$ cat src/include/coproc_issue_consts.svh
// Encodings, field positions and state counts for coprocessor issue
`ifndef COPROC_ISSUE_CONSTS_SVH
`define COPROC_ISSUE_CONSTS_SVH

// -----------------------------------------------------------------
// Operand word field positions
// -----------------------------------------------------------------
`define OPW_SEL_HI      15
`define OPW_SEL_LO      13
`define OPW_SRC_HI      12
`define OPW_SRC_LO      9
`define OPW_MID_HI      8
`define OPW_MID_LO      5
`define OPW_DST_HI      4
`define OPW_DST_LO      0

// Coprocessor select value, arbitrary
`define COP_SELECT      3'h0

// -----------------------------------------------------------------
// Instruction word encodings
// -----------------------------------------------------------------
`define W_SHORT_FROM_DI 16'hd83f
`define W_SHORT_FROM_S  16'hd83e
`define W_SHORT_DDIV    16'hd827
`define W_LOAD_ONE      16'h0620
`define W_LOAD_TWO      16'h0640
`define W_SECOND_ONE    16'h5f00
`define W_SECOND_TWO    16'h5f80

// Conversion codes
`define CODE_TO_DBL     4'h4
`define CODE_TO_INT     4'h5
`define CODE_FROM_INT   4'h6

// -----------------------------------------------------------------
// Machine state counts
// -----------------------------------------------------------------
`define STATES_SHORT    3'd2
`define STATES_ONE_AL   3'd3
`define STATES_ONE_UN   3'd2
`define STATES_TWO_AL   3'd4
`define STATES_TWO_UN   3'd3

`endif

$ cat src/include/coproc_issue_pkg.sv
// Types for coprocessor convert and divide issue
package coproc_issue_pkg;

  typedef enum logic [5:0] {
    double_to_int_convert = 6'b000001,
    single_to_double_convert = 6'b000010,
    single_to_int_convert = 6'b000100,
    int_to_double_convert = 6'b001000,
    int_to_single_convert = 6'b010000,
    double_divide = 6'b100000
  } cmd_e;

  typedef enum logic [1:0] {
    ST_IDLE  = 2'b01,
    ST_ISSUE = 2'b10
  } issue_state_e;

  typedef struct packed {
    cmd_e        cmd;
    logic        is_load;
    logic        aligned;
    logic        host_file;
    logic [3:0]  host_src_register;
    logic [31:0] host_data;
    logic [3:0]  coproc_source_reg;
    logic [3:0]  coproc_src2_reg;
    logic [4:0]  coproc_dest_reg;
  } issue_req_s;

  typedef struct packed {
    logic        word0_valid;
    logic [15:0] word0;
    logic        word1_valid;
    logic [15:0] word1;
    logic        data_valid;
    logic [31:0] data;
  } cop_beat_s;

endpackage : coproc_issue_pkg

$ cat src/hw/coproc_convert_divide_issue.sv
// Host issue logic for coprocessor conversion and double divide commands
`timescale 1ns/1ns
`include "coproc_issue_consts.svh"

module coproc_convert_divide_issue
  import coproc_issue_pkg::*;
(
  input  wire logic                         clk_sys,
  input  wire logic                         rst,
  input  wire logic                         req_valid,
  output logic                              req_ready,
  input  wire coproc_issue_pkg::issue_req_s req_in,
  output coproc_issue_pkg::cop_beat_s       beat,
  output logic                              busy
);
  import coproc_issue_pkg::*;

  // ---------------------------------------------------------------
  // Request selection and operand word
  // ---------------------------------------------------------------
  issue_state_e state_q;
  issue_req_s   req_q;
  issue_req_s   src_req;
  logic [1:0]   step_q;
  logic [2:0]   total_q;
  logic [3:0]   mid;
  logic [15:0]  opw;
  logic         take;

  assign req_ready = (state_q == ST_IDLE);
  assign busy      = (state_q == ST_ISSUE);
  assign take      = req_valid && req_ready;
  assign src_req   = take ? req_in : req_q;

  always_comb begin
    case (src_req.cmd)
      double_to_int_convert:    mid = `CODE_TO_INT;
      single_to_double_convert: mid = `CODE_TO_DBL;
      single_to_int_convert:    mid = `CODE_TO_INT;
      int_to_double_convert:    mid = `CODE_FROM_INT;
      int_to_single_convert:    mid = `CODE_FROM_INT;
      double_divide:            mid = src_req.coproc_src2_reg;
      default:                  mid = 4'h0;
    endcase
  end

  coproc_operand_word u_opw (
    .sel  (`COP_SELECT),
    .src  (src_req.coproc_source_reg),
    .mid  (mid),
    .dst  (src_req.coproc_dest_reg),
    .word (opw)
  );

  // ---------------------------------------------------------------
  // Schedule helpers
  // ---------------------------------------------------------------
  function automatic logic load_form(input issue_req_s r);
    load_form = r.is_load && (r.cmd != double_to_int_convert) && (r.cmd != double_divide);
  endfunction : load_form

  function automatic logic [2:0] state_count(input issue_req_s r);
    if (!load_form(r)) begin
      state_count = `STATES_SHORT;
    end else if (r.cmd == int_to_double_convert) begin
      state_count = r.aligned ? `STATES_TWO_AL : `STATES_TWO_UN;
    end else begin
      state_count = r.aligned ? `STATES_ONE_AL : `STATES_ONE_UN;
    end
  endfunction : state_count

  function automatic cop_beat_s schedule(input issue_req_s r, input logic [15:0] op, input logic [1:0] step);
    cop_beat_s   b;
    logic [15:0] first;
    logic [15:0] second;
    logic        two;
    b      = '0;
    two    = (r.cmd == int_to_double_convert);
    second = (two ? `W_SECOND_TWO : `W_SECOND_ONE)
             | (two ? {11'h000, r.host_file, r.host_src_register} : 16'h0000);
    if (load_form(r)) begin
      first = (two ? `W_LOAD_TWO : `W_LOAD_ONE) | {11'h000, r.host_file, r.host_src_register};
    end else if (r.cmd == double_divide) begin
      first = `W_SHORT_DDIV;
    end else if (r.cmd == double_to_int_convert || r.cmd == int_to_double_convert) begin
      first = `W_SHORT_FROM_DI;
    end else begin
      first = `W_SHORT_FROM_S;
    end
    b.data = r.host_data;
    if (!load_form(r)) begin
      b.word0_valid = 1'b1;
      b.word0       = (step == 2'd0) ? first : op;
    end else if (r.aligned) begin
      case (step)
        2'd0: begin
          b.word0_valid = 1'b1;
          b.word0       = first;
        end
        2'd1: begin
          b.word0_valid = 1'b1;
          b.word0       = second;
          b.word1_valid = 1'b1;
          b.word1       = op;
        end
        default: begin
          b.data_valid = 1'b1;
        end
      endcase
    end else begin
      case (step)
        2'd0: begin
          b.word0_valid = 1'b1;
          b.word0       = first;
          b.word1_valid = 1'b1;
          b.word1       = second;
        end
        2'd1: begin
          b.word0_valid = 1'b1;
          b.word0       = op;
          b.data_valid  = 1'b1;
        end
        default: begin
          b.data_valid = 1'b1;
        end
      endcase
    end
    schedule = b;
  endfunction : schedule

  // ---------------------------------------------------------------
  // State machine
  // ---------------------------------------------------------------
  logic last_step;
  assign last_step = ({1'b0, step_q} == total_q - 3'd1);

  always_ff @(posedge clk_sys or posedge rst) begin
    if (rst) begin
      state_q <= ST_IDLE;
    end else begin
      case (state_q)
        ST_IDLE:  if (take) state_q <= ST_ISSUE;
        ST_ISSUE: if (last_step) state_q <= ST_IDLE;
        default:  state_q <= ST_IDLE;
      endcase
    end
  end

  always_ff @(posedge clk_sys or posedge rst) begin
    if (rst) begin
      req_q   <= '0;
      total_q <= 3'd0;
    end else if (take) begin
      req_q   <= req_in;
      total_q <= state_count(req_in);
    end
  end

  always_ff @(posedge clk_sys or posedge rst) begin
    if (rst) begin
      step_q <= 2'd0;
    end else if (take) begin
      step_q <= 2'd0;
    end else if (busy && !last_step) begin
      step_q <= step_q + 2'd1;
    end
  end

  always_ff @(posedge clk_sys or posedge rst) begin
    if (rst) begin
      beat <= '0;
    end else if (take) begin
      beat <= schedule(req_in, opw, 2'd0);
    end else if (busy && !last_step) begin
      beat <= schedule(req_q, opw, step_q + 2'd1);
    end else begin
      beat <= '0;
    end
  end

  logic one_load_in;
  logic two_load_in;
  assign one_load_in = take && load_form(req_in) && (req_in.cmd != int_to_double_convert);
  assign two_load_in = take && load_form(req_in) && (req_in.cmd == int_to_double_convert);
endmodule : coproc_convert_divide_issue

$ cat src/hw/coproc_operand_word.sv
// Operand word assembly for coprocessor commands
`timescale 1ns/1ns
`include "coproc_issue_consts.svh"

module coproc_operand_word (
  input  wire logic [2:0]  sel,
  input  wire logic [3:0]  src,
  input  wire logic [3:0]  mid,
  input  wire logic [4:0]  dst,
  output logic      [15:0] word
);

  always_comb begin
    word = 16'h0000;
    word[`OPW_SEL_HI:`OPW_SEL_LO] = sel;
    word[`OPW_SRC_HI:`OPW_SRC_LO] = src;
    word[`OPW_MID_HI:`OPW_MID_LO] = mid;
    word[`OPW_DST_HI:`OPW_DST_LO] = dst;
  end

endmodule : coproc_operand_word

$ cat config.mk
export PLATFORM = sky130hd
export DESIGN_NAME = coproc_convert_divide_issue
export DESIGN_NICKNAME = d
export VERILOG_FILES = /design/src/include/coproc_issue_pkg.sv /design/src/hw/coproc_convert_divide_issue.sv /design/src/hw/coproc_operand_word.sv
export VERILOG_INCLUDE_DIRS = /design/src /design/src/include
export SDC_FILE = /design/constraint.sdc
export NUM_CORES = 1
export LEC_CHECK = 0
export BUFFER_PORTS_ARGS = -buffer_cell sky130_fd_sc_hd__buf_2
export CELL_PAD_IN_SITES_DETAIL_PLACEMENT = 0
export CELL_PAD_IN_SITES_GLOBAL_PLACEMENT = 1
export CORE_MARGIN = 2
export CORE_UTILIZATION = 41
export DETAILED_ROUTE_END_ITERATION = 12
export PLACE_DENSITY = 0.83
export SLEW_MARGIN = 30
export SYNTH_ARGS = -nofsm -noshare
export SYNTH_HDL_FRONTEND = slang
export SYNTH_SLANG_ARGS = --single-unit
$ cat constraint.sdc
create_clock -name clk_sys -period 5.2 [get_ports clk_sys]
set_clock_uncertainty 0.05 [all_clocks]
set_input_delay 1.04 -clock clk_sys [delete_from_list [all_inputs] [get_ports clk_sys]]
set_output_delay 1.04 -clock clk_sys [all_outputs]
set_load 0.01 [all_outputs]
### After elaboration in Yosys (flattened, before gate mapping)

Cells that the tools add are included.

| word-level totals | value |
|---|---|
| register bits | 132 |
| input bits | 61 |

| cells by class | value |
|---|---|
| $add $sub $neg | 2 |
| eq/ne operators | 22 |
| multiplexer cells | 37 |
| bitwise operators | 4 |
| reduce and logical (&&, ||, !) cells | 15 |

Operators with widths:

| kind | count |
|---|---|
| $mux W67 | 2 |
| $mux W17 | 4 |
| $pmux W17 S2 | 2 |
| $mux W58 | 1 |
| $mux W16 | 3 |
| $mux W18 | 2 |
| $mux W35 | 1 |
| $or A15 B5 Y15 | 2 |
| $or A11 B5 Y11 | 2 |
| $mux W5 | 4 |
| $eq A6 B1 Y1 const B | 3 |
| $eq A6 B4 Y1 const B | 3 |
| $eq A6 B6 Y1 const B | 3 |
| $mux W8 | 2 |
| $pmux W4 S4 | 1 |
| $mux W7 | 2 |
| $ne A6 B1 Y1 const B | 2 |
| $ne A6 B6 Y1 const B | 2 |
| $mux W3 | 3 |
| $mux W2 | 4 |
| $eq A6 B2 Y1 const B | 1 |
| $eq A6 B3 Y1 const B | 1 |
| $eq A6 B5 Y1 const B | 1 |
| $logic_and A1 B1 Y1 | 6 |
| other kinds (14) | 23 |

### Logic depth before layout (Yosys ltp)

| depth | value |
|---|---|
| depth after elaboration | 11 |
| gate-level depth with buffers | 9 |
| mapped depth without buffers | 8 |

### Modules after synthesis

A second synthesis with hierarchy kept.

| unflattened totals | value |
|---|---|
| cells, all modules | 588 |
| area, all modules | 5622.9 um^2 |

By module, submodules not included:

| module | times used | cells each | area each (um^2) | sequential area each (um^2) |
|---|---|---|---|---|
| coproc_convert_divide_issue | 1 | 572 | 5502.8 | 3304.4 |
| coproc_operand_word | 1 | 16 | 120.1 | 0.0 |

### Worst setup path before layout

No wires, ideal clock.

| path | value |
|---|---|
| kind | input to register |
| start point | input port req_valid |
| end point | register beat[39] (netlist bit) |
| arrival | 2290 ps |
| path slack | 2749 ps |
| cell stages on the path | 6 |
| buffers on the path | 1 |
| cell sequence | and3b_1 -> buf_2 -> mux2_2 -> nor3b_1 -> o21ai_1 -> a2111oi_2 |

RTL lines:

| element | RTL line | RTL |
|---|---|---|
| from (decl) | coproc_convert_divide_issue.sv:10 | `input wire logic req_valid,` |
| to (signal assigned) | coproc_convert_divide_issue.sv:173 | `beat <= schedule(req_in, opw, 2'd0);` |
| to (signal assigned) | coproc_convert_divide_issue.sv:175 | `beat <= schedule(req_q, opw, step_q + 2'd1);` |
| to (decl) | coproc_convert_divide_issue.sv:13 | `output coproc_issue_pkg::cop_beat_s beat,` |

### Worst setup path after layout

| path | value |
|---|---|
| start point | register req_q[54] (netlist bit) |
| end point | register beat[55] (netlist bit) |

| between the ends | value |
|---|---|
| cells in the longest elaborated chain, start to end | 9 |
| elaborated cells on any way between the ends | 25 |
| classes of those cells | eq/ne: 9; mux: 11; bitwise: 1; reduce/logical: 4 |

Ends and longest elaborated chain:

| element | RTL line | RTL |
|---|---|---|
| from (decl) | coproc_convert_divide_issue.sv:22 | `issue_req_s req_q;` |
| from (signal assigned) | coproc_convert_divide_issue.sv:154 | `req_q <= req_in;` |
| $mux W58, or another cell as far along | n/a |  |
| $eq A6 B5 Y1, or another cell as far along | coproc_convert_divide_issue.sv:36 | `case (src_req.cmd)` |
| $reduce_or A2 Y1 (no line), or another cell as far along | n/a |  |
| $pmux W4 S4 / $mux W16 (equally long branches) | coproc_convert_divide_issue.sv:36, coproc_convert_divide_issue.sv:81 |  |
| $pmux W17 S2 (on tied branches) | coproc_convert_divide_issue.sv:111, coproc_convert_divide_issue.sv:95 |  |
| $mux W35 | coproc_convert_divide_issue.sv:94 | `end else if (r.aligned) begin` |
| $mux W17 (*) | coproc_convert_divide_issue.sv:91 | `if (!load_form(r)) begin` |
| $mux W67 (*) | coproc_convert_divide_issue.sv:174 | `end else if (busy && !last_step) begin` |
| $mux W67 (*) | coproc_convert_divide_issue.sv:172 | `end else if (take) begin` |

Mark *: on every way between the ends. The rest lies on a longest branch, timed or not.
A chain may end at the register's enable or synchronous reset.

==> metrics.txt <==
status finished, final reports clean; post-synthesis adder-cell area fraction roughly 1.4%; crit-path max cell delay approximately 800 ps; VDD IR max approximately 0.26 mV; Mean Syn Cell Area a little under 10 um^2; Antenna Violating Nets Remaining 0; Yosys warning count 0; Max Transition Viols Final 0; P_leak about 0.0035 uW; DP HPWL a little under 10000 um; Cell Area, Synth about 5500 um^2; maxcap violations 0; gr ovfl total 0; setup_tns 0 ps; design area between 6000 and 7000 um^2; top_reg_cell synth dfrtp_1; RSZ-0062 raised after global routing no; area delta synth->final 24.6%; total power about 4100 uW; core area ~13000 um^2; compound-cell area share of the yosys netlist between 10% and 20%; Root Driver clkbuf_16; crit path launch type register; full die area about 14000 um^2; die width between 100 and 150 um; vias in the first global route between 4000 and 5000; CTS Hold Bufs 0; clk slew on worst S/H paths approximately 60 ps; crit end category register; die height 120 um; top cells by area, synth dfrtp_1 58%, nand2_1 12%, o21ai_0 5.2%; port bufs between 100 and 150; Synth top area share between 50% and 60%; Async S/R FF share, synth between 90% and 100%; TritonCTS clock tree built; XOR/XNOR Fraction of Synth Area under 10%; post-CTS setup buffers 0; EDFF count, synth 0; wire per inst 16.2 um; Required @ worst endpoint between 5000 and 6000 ps; pwr dens 593 nW/um^2; crit path kind register to register; Synth Register Bits 129; placed cell areas 6290 um^2; Fin. Hold Viols 0; initial antenna violation count 0; Clock Path Buffers 2; mux contribution to synthesized area about 2.3%; # rows 42; Tcrit/Tclk final 56.1%; worst-path cell chain or4_4 > o21ai_1 > nand2_1 > a211oi_1 > o31ai_1; Synth Area in Simple Gates about 17%; cell taking the most area after synthesis dfrtp_1; Initial Util around two fifths; largest family of logic cells by synthesized area simple AND/OR/NAND/NOR gates; commonest non-fill, non-tap cells in the layout 171 x nand2_1, 128 x dfrtp_1, 126 x buf_2; Final #Nets 754; drt total wl 14200 um; CTS resizes 0; RD Place Congestion 0.821; Max transition margin between 30% and 40%; commonest non-fill, non-tap cell in the layout nand2_1; Yosys cell types 57; Max Clk Rate between 300 and 400 MHz; Sink Count approximately 130; Max FO, Critical Path 12; Vias/cell between 5 and 6; all-layer global routing usage 20.6%; first-pass GRT wire length 22700 um; drt first-iter violations between 200 and 300; Setup-failing EPs final 0; Slew @ Worst Pin between 1000 and 1500 ps; 1st-pass router iterations 4; largest net degree at the start of global routing between 40 and 50; worst path arrival time about 3100 ps; sequential fraction of the synthesis area a little under 60%; Synth Instances ~570; min Tclk post-route 2920 ps; Via Count 4559; boundary pin count between 100 and 150; Hold WC Path Type register to register; clock latency on the worst-skew pair 420 ps; share of post-route cells with drive strength above 1 25.9%; Slowest cell on crit path o21ai_1; Ant. Diodes 0; CTS buffer count 17; CTS H-tree depth 4; drt drc 0
[per-layer routing]
metal / part of all wire [%] / track usage [%] / up-vias
li1: - / - / 2156
met5: 0 / 0 / -
met1: 44 / 28.0 / 2185
met4: 2.4 / 7.87 / 0
met2: 46 / 30.9 / 193
met3: 7.5 / 6.60 / 25
[cell type report]
type                    count  area, um^2
fillers                  1207        6300
flip-flops and latches    129        3230
multi-input cells         393        2110
repair buffers            132         676
clock buffers              22         474
well taps                 176         220
clock inverters             9         131
inverters                  14        55.1
[flip-flops by register name, summed over array words and instances (netlist names)]
name and count:
req_q 58, beat 64, step_q 2, state_q 2, total_q 3
[worst max-delay path, delay by kind of cell, from the launching register on]
family,cells,cell delay [ps]
AO/OA/AOI/OAI,3,1220
flip-flops,1,480
AND/OR/NAND/NOR,2,1010
[cell usage after synthesis, types with 4 or more instances]
| cell | instances |
|---|---|
| inv_1 | 14 |
| a21oi_1 | 21 |
| nor2b_1 | 4 |
| o22ai_1 | 6 |
| xor2_1 | 7 |
| a221oi_1 | 4 |
| ha_1 | 6 |
| dfrtp_1 | 128 |
| xnor2_1 | 5 |
| o21ai_1 | 8 |
| nor2_1 | 22 |
| o31ai_1 | 6 |
| buf_2 | 10 |
| nand2_1 | 171 |
| a22oi_1 | 8 |
| o221ai_1 | 4 |
| o21ai_0 | 57 |
| nand3_1 | 6 |
| mux2_2 | 8 |
| clkbuf_1 | 18 |
[where the power goes]
part,switching [uW],internal (uW),total (uW)
sequential,186,1360,1550
combinational,850,472,1320
clock,427,787,1210
[final timing paths]
path                                              end  cells after the start                   from  slack [ps]
worst max-delay path               beat[55]$_DFF_PP0_                      5    req_q[54]$_DFF_PP0_        2280
worst min-delay path            req_q[21]$_DFFE_PP0N_                      2  req_q[21]$_DFFE_PP0N_         410
worst max register to register     beat[55]$_DFF_PP0_                      5    req_q[54]$_DFF_PP0_        2280
worst min register to register  req_q[21]$_DFFE_PP0N_                      2  req_q[21]$_DFFE_PP0N_         410
max in group asynchronous          beat[37]$_DFF_PP0_                      3                    rst        3510
min in group asynchronous          beat[18]$_DFF_PP0_                      2                    rst         620
[cell families after synthesis]
| logic type | count (synthesis) |
|---|---|
| and+or+nand+nor | 224 |
| AOI/OAI and AO/OA | 137 |
| DFF | 129 |
| buffers and inverters | 49 |
| xor gates and xnor gates | 12 |
| muxes | 11 |
| adders and majority gates | 6 |
| other | 1 |
[through the flow]
step,setup slack [ps],util [%],hold WS (ps),std cells
floorplan,671,-,384,571
global placement,2130,47.7,396,844
detailed placement,2020,47.7,401,844
CTS,2350,52.3,414,875
global route,2160,52.3,431,875
finish,2280,52.3,412,875
Note: power is estimated with default switching activity, not from simulation.
